File: src/include/dancer_pkg.sv
// Package: register map, codes, reset values and timing of the dancer block
package dancer_pkg;
  // Register byte offsets
  localparam logic [7:0] OFS_ACT_SEL   = 8'h00;
  localparam logic [7:0] OFS_IN_FUNC0  = 8'h04;
  localparam logic [7:0] OFS_IN_FUNC1  = 8'h08;
  localparam logic [7:0] OFS_OUT_FUNC  = 8'h0C;
  localparam logic [7:0] OFS_MEAS_TYPE = 8'h10;
  localparam logic [7:0] OFS_UPPER     = 8'h14;
  localparam logic [7:0] OFS_LOWER     = 8'h18;
  localparam logic [7:0] OFS_SETPT     = 8'h1C;
  localparam logic [7:0] OFS_RAMP2     = 8'h20;
  localparam logic [7:0] OFS_NET_BITS  = 8'h24;
  localparam logic [7:0] OFS_OP_MODE   = 8'h28;
  localparam logic [7:0] OFS_PANEL_SPD = 8'h2C;
  localparam logic [7:0] OFS_NET_SPD   = 8'h30;
  localparam logic [7:0] OFS_GAIN      = 8'h34;
  localparam logic [7:0] OFS_STATUS    = 8'h38;
  localparam logic [7:0] OFS_SPEED     = 8'h3C;
  localparam logic [7:0] OFS_IRQ_STAT  = 8'h40;
  localparam logic [7:0] OFS_IRQ_MASK  = 8'h44;
  // Action selection range and function codes
  localparam logic [7:0]  ACT_OFF      = 8'h00;
  localparam logic [7:0]  ACT_FIRST    = 8'h28;
  localparam logic [7:0]  ACT_LAST     = 8'h2B;
  localparam logic [7:0]  FN_ENABLE_IN = 8'h0E;
  localparam logic [7:0]  FN_LOWER     = 8'h0E;
  localparam logic [7:0]  FN_UPPER     = 8'h0F;
  localparam logic [7:0]  FN_DIR       = 8'h10;
  localparam logic [7:0]  FN_PID       = 8'h2F;
  localparam logic [7:0]  FN_NEG_BASE  = 8'h64;
  // Settings in 0.1 % steps; the disable marker and the default set point
  localparam logic [13:0] SET_NONE     = 14'h270F;
  localparam logic [13:0] SET_HALF     = 14'h01F4;
  localparam logic [10:0] PCT_FULL     = 11'h3E8;
  // Measured input types and 12-bit converter codes
  localparam logic [1:0]  MT_4_20MA    = 2'h0;
  localparam logic [1:0]  MT_0_5V      = 2'h1;
  localparam logic [1:0]  MT_0_10V     = 2'h2;
  localparam logic [11:0] RAW_4MA      = 12'h333;
  localparam logic [15:0] K_4_20MA     = 16'h4E25;
  localparam logic [15:0] K_0_5V       = 16'h7D00;
  localparam logic [15:0] K_0_10V      = 16'h3E84;
  // Operation modes of the main speed source
  localparam logic [1:0]  OP_EXT       = 2'h0;
  localparam logic [1:0]  OP_PANEL     = 2'h1;
  localparam logic [1:0]  OP_NET       = 2'h2;
  // Reset values
  localparam logic [31:0] RST_IN_FUNC  = 32'h0000_0000;
  localparam logic [23:0] RST_OUT_FUNC = 24'h00_0000;
  localparam logic [7:0]  RST_GAIN     = 8'h10;
  localparam logic [15:0] RST_STEP     = 16'h0001;
  // Ramp update period
  localparam int CLK_NS       = 8;
  localparam int RAMP_TICK_NS = 1000000;
  localparam int RAMP_TICK_CY = RAMP_TICK_NS / CLK_NS;
endpackage

File: src/rtl/meas_scale.sv
// Scales the raw dancer position code to 0.1 % steps by input type
`timescale 1ns/1ps
module meas_scale
  import dancer_pkg::*;
(
  // Clock and reset
  input  wire logic        clk,
  input  wire logic        rst,
  // Raw code and type
  input  wire logic [11:0] raw,
  input  wire logic [1:0]  mtype,
  // Scaled measurement
  output      logic [10:0] pct_ff
);
  logic [11:0] span;
  logic [15:0] gain_k;
  logic [27:0] prod;
  logic [11:0] scaled;

  // Offset removal and gain per type; current loop starts at 4 mA
  always_comb begin
    span   = raw;
    gain_k = K_0_10V;
    case (mtype)
      MT_4_20MA: begin
        span   = (raw > RAW_4MA) ? 12'(raw - RAW_4MA) : 12'h000;
        gain_k = K_4_20MA;
      end
      MT_0_5V:  gain_k = K_0_5V;
      default:  gain_k = K_0_10V;
    endcase
    prod   = 28'(span * gain_k);
    scaled = prod[27:16];
  end

  // Clamp to full scale; above 5 V on the 5 V range reads as 100 %
  always_ff @(posedge clk or posedge rst) begin
    if (rst) begin
      pct_ff <= 11'h000;
    end else begin
      pct_ff <= (scaled > 12'(PCT_FULL)) ? PCT_FULL : scaled[10:0];
    end
  end
endmodule

File: src/rtl/speed_ramp.sv
// Ramps the main speed command toward its target on each tick
`timescale 1ns/1ps
module speed_ramp (
  // Clock and reset
  input  wire logic        clk,
  input  wire logic        rst,
  // Control
  input  wire logic        tick,
  input  wire logic        en,
  input  wire logic [15:0] target,
  input  wire logic [15:0] up_step,
  input  wire logic [15:0] dn_step,
  // Ramped value
  output      logic [15:0] ramp_ff
);
  logic [15:0] nxt_ramp;

  // Disabled: follow the target at once so a later start has no jump
  always_comb begin
    nxt_ramp = ramp_ff;
    if (!en) begin
      nxt_ramp = target;
    end else if (tick) begin
      if (target > ramp_ff) begin
        nxt_ramp = (16'(target - ramp_ff) > up_step) ?
                   16'(ramp_ff + up_step) : target;
      end else if (target < ramp_ff) begin
        nxt_ramp = (16'(ramp_ff - target) > dn_step) ?
                   16'(ramp_ff - dn_step) : target;
      end
    end
  end

  always_ff @(posedge clk or posedge rst) begin
    if (rst) begin
      ramp_ff <= 16'h0000;
    end else begin
      ramp_ff <= nxt_ramp;
    end
  end
endmodule

File: src/rtl/dancer_control_supervisor.sv
// Dancer control supervisor: enable logic, correction, flags, register slave
`timescale 1ns/1ps
// How it works
// - Dancer control needs action selection 40..43
// - Input function code 14 maps enable input
// - Unmapped enable: action selection alone decides
// - Selection 0 or enable off: plain drive
// - Active: correction added to main speed
// - Main speed from external, panel or network
// - Position scaled by measured input type
// - Set point from setting, 0 to 100%
// - Upper flag when measurement exceeds limit
// - Lower flag when measurement below limit
// - Direction flag on only for forward rotation
// - PID-active flag on during dancer control
// - Output codes 100 and up invert
// - Second accel/decel ramp main speed command
// - Network bit ORed into a mapped enable input
// - Set point 9999 means fixed 50%
module dancer_control_supervisor
  import dancer_pkg::*;
#(
  parameter int TICK_CY = RAMP_TICK_CY
) (
  // Clock and reset
  input  wire logic        clk,
  input  wire logic        rst,
  // Register bus
  input  wire logic [7:0]  address,
  input  wire logic        read,
  input  wire logic        write,
  input  wire logic [31:0] writedata,
  output      logic [31:0] readdata,
  output      logic        waitrequest,
  // Drive side inputs
  input  wire logic [4:0]  term_in,
  input  wire logic [11:0] meas_raw,
  input  wire logic [15:0] ext_speed,
  input  wire logic        run_fwd,
  // Drive side outputs
  output      logic [2:0]  out_term,
  output      logic [15:0] speed_cmd,
  output      logic        irq
);
  typedef struct packed {
    logic [7:0]  act_sel;
    logic [39:0] in_func;
    logic [23:0] out_func;
    logic [1:0]  meas_type;
    logic [13:0] upper;
    logic [13:0] lower;
    logic [13:0] setpt;
    logic [31:0] ramp2;
    logic [4:0]  net_bits;
    logic [1:0]  op_mode;
    logic [15:0] panel_spd;
    logic [15:0] net_spd;
    logic [7:0]  gain;
    logic [3:0]  irq_stat;
    logic [3:0]  irq_mask;
    logic        wait_n;
    logic [31:0] rdata;
    logic        active;
    logic        up_flag;
    logic        dn_flag;
    logic        dir_flag;
    logic [2:0]  out_term;
    logic [15:0] cmd;
    logic        irq;
    logic [16:0] tick_cnt;
    logic        tick;
  } state_t;

  state_t      st_ff;
  state_t      nxt_st;
  logic [10:0] meas_pct;
  logic [15:0] ramp_val;
  logic        mapped;
  logic        en_level;
  logic        sel_ok;
  logic [13:0] sp_eff;
  logic [15:0] main_spd;
  logic signed [11:0] err;
  logic signed [20:0] corr;
  logic signed [21:0] sum;
  logic [3:0]  ev;

  // One output terminal: pick the flag by code, invert for codes of 100 up
  function automatic logic term_level(input logic [7:0] code,
                                      input logic up, input logic dn,
                                      input logic dir, input logic pid);
    logic [7:0] base;
    logic       v;
    base = (code >= FN_NEG_BASE) ? 8'(code - FN_NEG_BASE) : code;
    case (base)
      FN_LOWER: v = dn;
      FN_UPPER: v = up;
      FN_DIR:   v = dir;
      FN_PID:   v = pid;
      default:  v = 1'b0;
    endcase
    return (code >= FN_NEG_BASE) ? ~v : v;
  endfunction

  // Dancer position in 0.1 % steps
  meas_scale u_scale (
    .clk    (clk),
    .rst    (rst),
    .raw    (meas_raw),
    .mtype  (st_ff.meas_type),
    .pct_ff (meas_pct)
  );

  // Main speed ramp on the second accel/decel steps while active
  speed_ramp u_ramp (
    .clk     (clk),
    .rst     (rst),
    .tick    (st_ff.tick),
    .en      (st_ff.active),
    .target  (main_spd),
    .up_step (st_ff.ramp2[15:0]),
    .dn_step (st_ff.ramp2[31:16]),
    .ramp_ff (ramp_val)
  );

  // Enable mapping, set point and main speed source
  always_comb begin
    mapped   = 1'b0;
    en_level = 1'b0;
    for (int i = 0; i < 5; i++) begin
      if (st_ff.in_func[i*8 +: 8] == FN_ENABLE_IN) begin
        mapped   = 1'b1;
        en_level = en_level | term_in[i] | st_ff.net_bits[i];
      end
    end
    sel_ok = (st_ff.act_sel >= ACT_FIRST) &&
             (st_ff.act_sel <= ACT_LAST);
    sp_eff = (st_ff.setpt == SET_NONE) ? SET_HALF : st_ff.setpt;
    case (st_ff.op_mode)
      OP_PANEL: main_spd = st_ff.panel_spd;
      OP_NET:   main_spd = st_ff.net_spd;
      default:  main_spd = ext_speed;
    endcase
  end

  // Proportional correction; even selections act forward, odd reverse
  always_comb begin
    err  = 12'($signed({1'b0, sp_eff[10:0]}) - $signed({1'b0, meas_pct}));
    corr = 21'(err * $signed({1'b0, st_ff.gain})) >>> 4;
    if (st_ff.act_sel[0]) begin
      corr = -corr;
    end
    sum = 22'($signed({6'h00, ramp_val}) + corr);
  end

  // Next state: bus slave, settings, flags, outputs and interrupts
  always_comb begin
    nxt_st = st_ff;
    // Ramp tick divider
    nxt_st.tick = 1'b0;
    if (st_ff.tick_cnt >= 17'(TICK_CY - 1)) begin
      nxt_st.tick_cnt = 17'h00000;
      nxt_st.tick     = 1'b1;
    end else begin
      nxt_st.tick_cnt = 17'(st_ff.tick_cnt + 17'h00001);
    end
    // Active: selection in range, and enable input on if one is mapped
    nxt_st.active = sel_ok && (!mapped || en_level);
    // Limit and direction flags follow their conditions each cycle
    nxt_st.up_flag = sel_ok && (st_ff.upper != SET_NONE) &&
                     ({3'h0, meas_pct} > st_ff.upper);
    nxt_st.dn_flag = sel_ok && (st_ff.lower != SET_NONE) &&
                     ({3'h0, meas_pct} < st_ff.lower);
    nxt_st.dir_flag = run_fwd;
    for (int j = 0; j < 3; j++) begin
      nxt_st.out_term[j] = term_level(st_ff.out_func[j*8 +: 8],
        nxt_st.up_flag, nxt_st.dn_flag, nxt_st.dir_flag,
        nxt_st.active);
    end
    // Command: main speed while inactive, else ramped main speed plus correction, clamped to range
    if (!st_ff.active) begin
      nxt_st.cmd = main_spd;
    end else if (sum < 0) begin
      nxt_st.cmd = 16'h0000;
    end else if (sum > 22'sh00FFFF) begin
      nxt_st.cmd = 16'hFFFF;
    end else begin
      nxt_st.cmd = sum[15:0];
    end
    // Events: upper rise, lower rise, control start, control end
    ev = {st_ff.active & ~nxt_st.active, ~st_ff.active & nxt_st.active,
          ~st_ff.dn_flag & nxt_st.dn_flag, ~st_ff.up_flag & nxt_st.up_flag};
    // Bus: one wait cycle, then the access completes with waitrequest low
    nxt_st.wait_n = 1'b0;
    if ((read || write) && !st_ff.wait_n) begin
      nxt_st.wait_n = 1'b1;
      nxt_st.rdata  = 32'h0000_0000;
      case (address)
        OFS_ACT_SEL:   nxt_st.rdata = {24'h0, st_ff.act_sel};
        OFS_IN_FUNC0:  nxt_st.rdata = st_ff.in_func[31:0];
        OFS_IN_FUNC1:  nxt_st.rdata = {24'h0, st_ff.in_func[39:32]};
        OFS_OUT_FUNC:  nxt_st.rdata = {8'h0, st_ff.out_func};
        OFS_MEAS_TYPE: nxt_st.rdata = {30'h0, st_ff.meas_type};
        OFS_UPPER:     nxt_st.rdata = {18'h0, st_ff.upper};
        OFS_LOWER:     nxt_st.rdata = {18'h0, st_ff.lower};
        OFS_SETPT:     nxt_st.rdata = {18'h0, st_ff.setpt};
        OFS_RAMP2:     nxt_st.rdata = st_ff.ramp2;
        OFS_NET_BITS:  nxt_st.rdata = {27'h0, st_ff.net_bits};
        OFS_OP_MODE:   nxt_st.rdata = {30'h0, st_ff.op_mode};
        OFS_PANEL_SPD: nxt_st.rdata = {16'h0, st_ff.panel_spd};
        OFS_NET_SPD:   nxt_st.rdata = {16'h0, st_ff.net_spd};
        OFS_GAIN:      nxt_st.rdata = {24'h0, st_ff.gain};
        OFS_STATUS:    nxt_st.rdata = {5'h0, meas_pct, 9'h0, st_ff.out_term,
                         st_ff.dir_flag, st_ff.dn_flag, st_ff.up_flag,
                         st_ff.active};
        OFS_SPEED:     nxt_st.rdata = {16'h0, st_ff.cmd};
        OFS_IRQ_STAT:  nxt_st.rdata = {28'h0, st_ff.irq_stat};
        OFS_IRQ_MASK:  nxt_st.rdata = {28'h0, st_ff.irq_mask};
        default:       nxt_st.rdata = 32'h0000_0000;
      endcase
    end
    // Writes land at the edge that sees waitrequest low
    if (write && st_ff.wait_n) begin
      case (address)
        OFS_ACT_SEL:   nxt_st.act_sel         = writedata[7:0];
        OFS_IN_FUNC0:  nxt_st.in_func[31:0]   = writedata;
        OFS_IN_FUNC1:  nxt_st.in_func[39:32]  = writedata[7:0];
        OFS_OUT_FUNC:  nxt_st.out_func        = writedata[23:0];
        OFS_MEAS_TYPE: nxt_st.meas_type       = writedata[1:0];
        OFS_UPPER:     nxt_st.upper           = writedata[13:0];
        OFS_LOWER:     nxt_st.lower           = writedata[13:0];
        OFS_SETPT:     nxt_st.setpt           = writedata[13:0];
        OFS_RAMP2:     nxt_st.ramp2           = writedata;
        OFS_NET_BITS:  nxt_st.net_bits        = writedata[4:0];
        OFS_OP_MODE:   nxt_st.op_mode         = writedata[1:0];
        OFS_PANEL_SPD: nxt_st.panel_spd       = writedata[15:0];
        OFS_NET_SPD:   nxt_st.net_spd         = writedata[15:0];
        OFS_GAIN:      nxt_st.gain            = writedata[7:0];
        OFS_IRQ_STAT:  nxt_st.irq_stat = st_ff.irq_stat & ~writedata[3:0];
        OFS_IRQ_MASK:  nxt_st.irq_mask        = writedata[3:0];
        default:       nxt_st.gain            = st_ff.gain;
      endcase
    end
    // Set after clear so an event in the clearing cycle is kept
    nxt_st.irq_stat = nxt_st.irq_stat | ev;
    nxt_st.irq      = |(nxt_st.irq_stat & nxt_st.irq_mask);
  end

  // All state but the scaler and ramp registers in one register; action selection and limits start off
  always_ff @(posedge clk or posedge rst) begin
    if (rst) begin
      st_ff           <= '0;
      st_ff.act_sel   <= ACT_OFF;
      st_ff.in_func   <= {8'h00, RST_IN_FUNC};
      st_ff.out_func  <= RST_OUT_FUNC;
      st_ff.meas_type <= MT_4_20MA;
      st_ff.upper     <= SET_NONE;
      st_ff.lower     <= SET_NONE;
      st_ff.setpt     <= SET_NONE;
      st_ff.ramp2     <= {RST_STEP, RST_STEP};
      st_ff.op_mode   <= OP_EXT;
      st_ff.gain      <= RST_GAIN;
    end else begin
      st_ff <= nxt_st;
    end
  end

  assign readdata    = st_ff.rdata;
  assign waitrequest = ~st_ff.wait_n;
  assign out_term    = st_ff.out_term;
  assign speed_cmd   = st_ff.cmd;
  assign irq         = st_ff.irq;
endmodule

File: config.mk
export PLATFORM = sky130hd
export DESIGN_NAME = dancer_control_supervisor
export DESIGN_NICKNAME = d
export VERILOG_FILES = /design/src/include/dancer_pkg.sv /design/src/rtl/meas_scale.sv /design/src/rtl/speed_ramp.sv /design/src/rtl/dancer_control_supervisor.sv
export SDC_FILE = /design/constraint.sdc
export NUM_CORES = 1
export LEC_CHECK = 0
export BUFFER_PORTS_ARGS = -buffer_cell sky130_fd_sc_hd__clkbuf_2
export CELL_PAD_IN_SITES_DETAIL_PLACEMENT = 1
export CELL_PAD_IN_SITES_GLOBAL_PLACEMENT = 2
export CORE_ASPECT_RATIO = 0.8
export CORE_MARGIN = 5
export CORE_UTILIZATION = 45
export CTS_BUF_LIST = sky130_fd_sc_hd__clkbuf_4
export CTS_CLUSTER_DIAMETER = 120
export DETAILED_ROUTE_END_ITERATION = 8
export GPL_TIMING_DRIVEN = 0
export PLACE_DENSITY = 0.91
export SLEW_MARGIN = 15
export SYNTH_ARGS = -nofsm -noshare
export SYNTH_HDL_FRONTEND = slang
export SYNTH_SLANG_ARGS = --single-unit
File: constraint.sdc
create_clock -name clk -period 15.88 [get_ports clk]
set_input_delay 1.588 -clock clk [delete_from_list [all_inputs] [get_ports clk]]
set_output_delay 1.588 -clock clk [all_outputs]
set_load 0.02 [all_outputs]
### Word level (Yosys, flattened, before mapping)

Cells that the tools add are included.

| storage, ports and cells | value |
|---|---|
| register bits | 305 |
| word-level logic and storage cells | 198 |

| operators by class | value |
|---|---|
| add/subtract/negate cells | 12 |
| multipliers | 2 |
| order comparisons | 16 |
| equality and inequality tests | 42 |
| muxes and demuxes | 42 |
| bitwise operators | 25 |
| reductions and logical operators | 30 |

Operators by type and width:

| operator | count |
|---|---|
| $pmux 32 s18 | 1 |
| $mux 16 | 9 |
| $eq 8x4->1 const B | 13 |
| $eq 8x6->1 const B | 11 |
| $eq 8x5->1 const B | 7 |
| $gt 16x16->1 | 3 |
| $sub 16x16->16 | 3 |
| $mux 33 | 1 |
| $mux 8 | 4 |
| $pmux 16 s2 | 1 |
| $pmux 15 s2 | 1 |
| $reduce_and 2->1 | 15 |
| $ne 14x14->1 const B | 2 |
| $mul 12x15->27 | 1 |
| $ge 8x7->1 const B | 3 |
| $gt 12x10->1 const B | 2 |
| $mux 12 | 2 |
| $sub 8x7->8 const B | 3 |
| $add 17x21->22 | 1 |
| $gt 22x17->1 const B | 1 |
| $lt 22x1->1 const B | 1 |
| $mux 11 | 2 |
| $mul 12x9->21 | 1 |
| $mux 21 | 1 |
| other kinds (34) | 80 |

### Longest topological paths before layout

| logic depth | value |
|---|---|
| word-level depth | 21 |
| depth in mapped cells | 45 |
| gate-level depth less buffers | 43 |

### Hierarchy

From an unflattened synthesis, not the netlist that was laid out.

| second synthesis, totals | value |
|---|---|
| cell total of the unflattened synthesis | 3,173 |
| area total of the unflattened synthesis | 29,286.8 um^2 |

By module, submodules not included:

| module | times used | cells each | area each (um^2) | seq. area each (um^2) |
|---|---|---|---|---|
| dancer_control_supervisor | 1 | 1,904 | 19,182.1 | 6,990.5 |
| meas_scale | 1 | 626 | 5,297.6 | 275.3 |
| speed_ramp | 1 | 643 | 4,807.1 | 400.4 |

### Worst setup path after synthesis

No wires, ideal clock.

| timing | value |
|---|---|
| path type | flip-flop to flip-flop |
| start | register st_ff[172] (netlist name) |
| end | register st_ff, in the netlist speed_cmd[10] |
| arrival | 10.220 ns |
| data required time | 15.790 ns |
| path slack | 5.570 ns |
| stages on the path, launching flop included | 43 |
| buffers on the path | 5 |
| cell sequence | dfstp_2 nor4bb_1 nand4_1 or4_1 clkbuf_1 and2_1 ha_1 nor2b_1 o21ai_0 a21boi_0 o21ai_0 a21boi_0 o21a_1 o21ai_0 a21oi_1 o41ai_1 clkbuf_1 nand2_1 (+7 left out) a21oi_1 o21ai_0 a21oi_1 xnor2_1 or2_2 or4_1 o41ai_1 xnor2_1 ha_1 o21a_1 nor2_1 a21oi_1 o21ai_0 a41o_1 buf_6 a311o_4 buf_6 o221ai_1 |

RTL lines:

| what | RTL line | RTL |
|---|---|---|
| start, declared | dancer_control_supervisor.sv:74 | `state_t st_ff;` |
| start signal, assigned | dancer_control_supervisor.sv:264 | `st_ff <= nxt_st;` |

==> summary.txt <==
Async SR Flop Fraction -> 100%
Synthesis-to-finish area growth -> 10.3%
First-pass DRT Iterations -> 6
R2R depth -> 42
Hold slack final -> 470 ps
Synthesized area -> 28400 sq um
Fmax achieved -> 77.2 MHz
Critical path origin -> st_ff[172]
Via count -> 25100
Number of routed nets with antenna violations -> 0
Critical R2R Capture -> speed_cmd[11]
Power, Total -> 3.08 mW
Setup repair after global routing missed its margin -> no
# IOs -> 131
Port Buf Inserts -> 127
Synth Register Bits -> 305
DR vias/cell -> 6.01
Vias in the first global route -> 26300
# clock sinks -> 305
Syn_area_per_cell -> 9.35 sq um
Pre-CTS setup slack -> 3230 ps
Final setup viols -> 0
Total grt overflow -> 0
Actual slew at the worst max-slew pin -> 1150 ps
Initial antenna violation count -> 8
Sequential area share after synthesis -> 27.0%
Post-Place Cells -> 4011
Final Hold Viols -> 0
Warnings from Yosys -> 0
CP startpoint kind -> flop
Register-to-register setup slack -> 2920 ps
Post-CTS Setup Bufs -> 0
Sequential Area -> 7670 sq um
Largest net degree at the start of global routing -> 116
Total leakage power -> 15.5 nW
DRC Markers -> 0
Routed wire length -> 106 mm
Post-Syn Instances -> 3041
CP arrival -> 13550 ps
PD cells -> 98.1 nW/um^2
CP Class -> reg -> reg
Clock Pin Slew Worst Setup and Hold Paths -> 70 ps
Num rows -> 82
Die area -> 68300 sq um
Predominant post-synthesis flop cell -> dfrtp_1
Synth cell types -> 83
Num CTS Buffers -> 87
Buf/Inv on CP -> 5
H-Tree Depth -> 3
Maximum fanout along the worst path -> 10
Worst Setup EP -> speed_cmd[11]
Final Critical Period -> 12960 ps
Worst Hold Class -> reg -> reg
Number of slew-limit violations in the final report -> 0
CTS tree -> done
First-pass GRT wire length -> 161 mm
Fill count -> 7290
Rel. slew slack -> 22.8%
Crit path max-delay cell type -> dfstp_2
Worst vdd ir -> 0.000140 V
Critical path's top delay family -> compound AO/OA/AOI/OAI gates
Reg2reg start -> st_ff[172]
Post-cts repair resize count -> 0
GP Congestion -> 0.951
# hold bufs at CTS -> 0
Drt initial violations -> 2282
Req. time, crit path -> 16470 ps
Multi-input gate area -> 18700 sq um
Ratio of cells with drive above 1 in the final layout -> 17.4%
HPWL after DPL -> 86.8 mm
Placed inst area -> 30200 sq um
Post-Route Utilization -> 50.1%
Starting Density -> 45.4%
Setup TNS -> 0 ps
WL/cell -> 25.4 microns
Root Buffer -> clkbuf_4
NumNets Final -> 3774
Worst-Skew Late Latency -> 840 ps
Clk_skew -> 73.8 ps
Total global-route track usage -> 30.2%
Worst Setup Slack, final -> 2920 ps
Post-synthesis net count -> 3555
Critical path endpoint category -> flop
Core area -> 62600 sq um
Final Cell Area -> 31400 sq um
Post-Layout Cell Count -> 4181
Crit. path cell count -> 42
Fin crit share -> 81.6%
Max Buffers Root-to-Sink -> 3
Die H -> 235 microns
Worst Hold Launch -> st_ff[1]
Number of enable flip-flop cells after synthesis -> 0
Die X -> 291 microns
Outcome -> finished clean
Maxcap violations -> 0
Slowest stage delay, CP -> 650 ps
==> area by class of cell <==
class / instances / share of cell area (%)
Clock buffer: 135 / 3.23
Inverter: 340 / 4.09
Clock inverter: 25 / 0.379
Sequential cell: 305 / 24.4
Multi-Input combinational cell: 2236 / 59.5
Buffer: 160 / 2.60
Timing Repair Buffer: 130 / 2.29
Antenna cell: 10 / 0.0798
Tap cell: 840 / 3.35
==> worst min-delay path by stage <==
stage | to | slack (ps) | cells past startpoint
finish | st_ff[1] | 470 | 1
CTS | st_ff[1] | 470 | 1
floorplan | st_ff[1] | 430 | 1
global route | st_ff[1] | 500 | 1
global placement | st_ff[1] | 440 | 1
detailed placement | st_ff[1] | 460 | 1
==> synth_stat cells (10+ instances only) <==
library cell  number  share of area [%]
a22oi_1           58                1.5
o21bai_1          12               0.32
buf_1             10               0.13
dfrtp_1          278                 24
a221oi_1          33                1.0
nor4_1            12               0.26
a31oi_1           20               0.44
a22o_1            28               0.86
clkbuf_1          95                1.3
a21o_1            54                1.4
buf_4             51                1.3
and2_1            79                1.7
or3_1             12               0.26
o31ai_1           18               0.48
xnor2_1           90                2.8
mux2_2           205                8.1
nand2b_1          26               0.57
o21a_1            20               0.53
fa_1             165                 12
ha_1             271                 12
o221ai_1          23               0.71
and3_1            13               0.29
nor2_1           204                2.7
nor3_1            36               0.63
a211oi_1          15               0.40
nor2b_1           32               0.70
o21ai_0          134                2.4
xor2_1            52                1.6
a21oi_1          109                1.9
mux2i_1           33                1.2
nand2_1          245                3.2
inv_1            339                4.5
dfstp_2           27                2.5
nand3_1           54               0.95
o211ai_1          21               0.55
nand4_1           34               0.75
==> where the power goes <==
| group | leakage (nW) | total, mW | switching [mW] | internal, mW |
|---|---|---|---|---|
| Sequential | 4.01 | 0.895 | 0.0819 | 0.813 |
| Clock | 0.669 | 0.764 | 0.376 | 0.389 |
| Combinational | 10.8 | 1.42 | 0.880 | 0.539 |
| Total | 15.5 | 3.08 | 1.34 | 1.74 |
==> per-layer routing <==
metal,global-route usage (%),vias to the layer above,share of wire [%],wire length [microns]
met5,0,-,0.023,24
met4,8.47,4,2.9,3080
met3,8.04,178,9.2,9740
met2,44.5,996,43,45300
met1,43.9,12900,45,48100
li1,-,11100,-,-
==> logic make-up after synthesis <==
family	count (synthesis)	synth area share [%]
xor gates and xnor gates	142	4.37
DFF	305	27.0
adders and majority gates	436	23.5
buffers and inverters	500	7.36
AOI/OAI and AO/OA	635	15.3
other	1	0.0132
muxes	238	9.28
and+or+nand+nor	784	13.1
==> sequential cells by signal (all words and copies together) (netlist names) <==
| name | count |
|---|---|
| speed_cmd | 16 |
| u_ramp.ramp_ff | 16 |
| irq | 1 |
| u_scale.pct_ff | 11 |
| out_term | 3 |
| st_ff | 226 |
| readdata | 32 |
==> cells in the final DEF, fill, tap and decap left out, types with 79 or more instances in the layout <==
master,synthesis,final
ha_1,271,271
clkbuf_2,0,127
clkbuf_1,95,95
dfrtp_1,278,278
nor2_1,204,204
xnor2_1,90,90
fa_1,165,165
clkbuf_4,0,135
and2_1,79,79
nand2_1,245,245
inv_1,339,338
mux2_2,205,205
o21ai_0,134,134
a21oi_1,109,109
(Power assumes the default switching activity.)
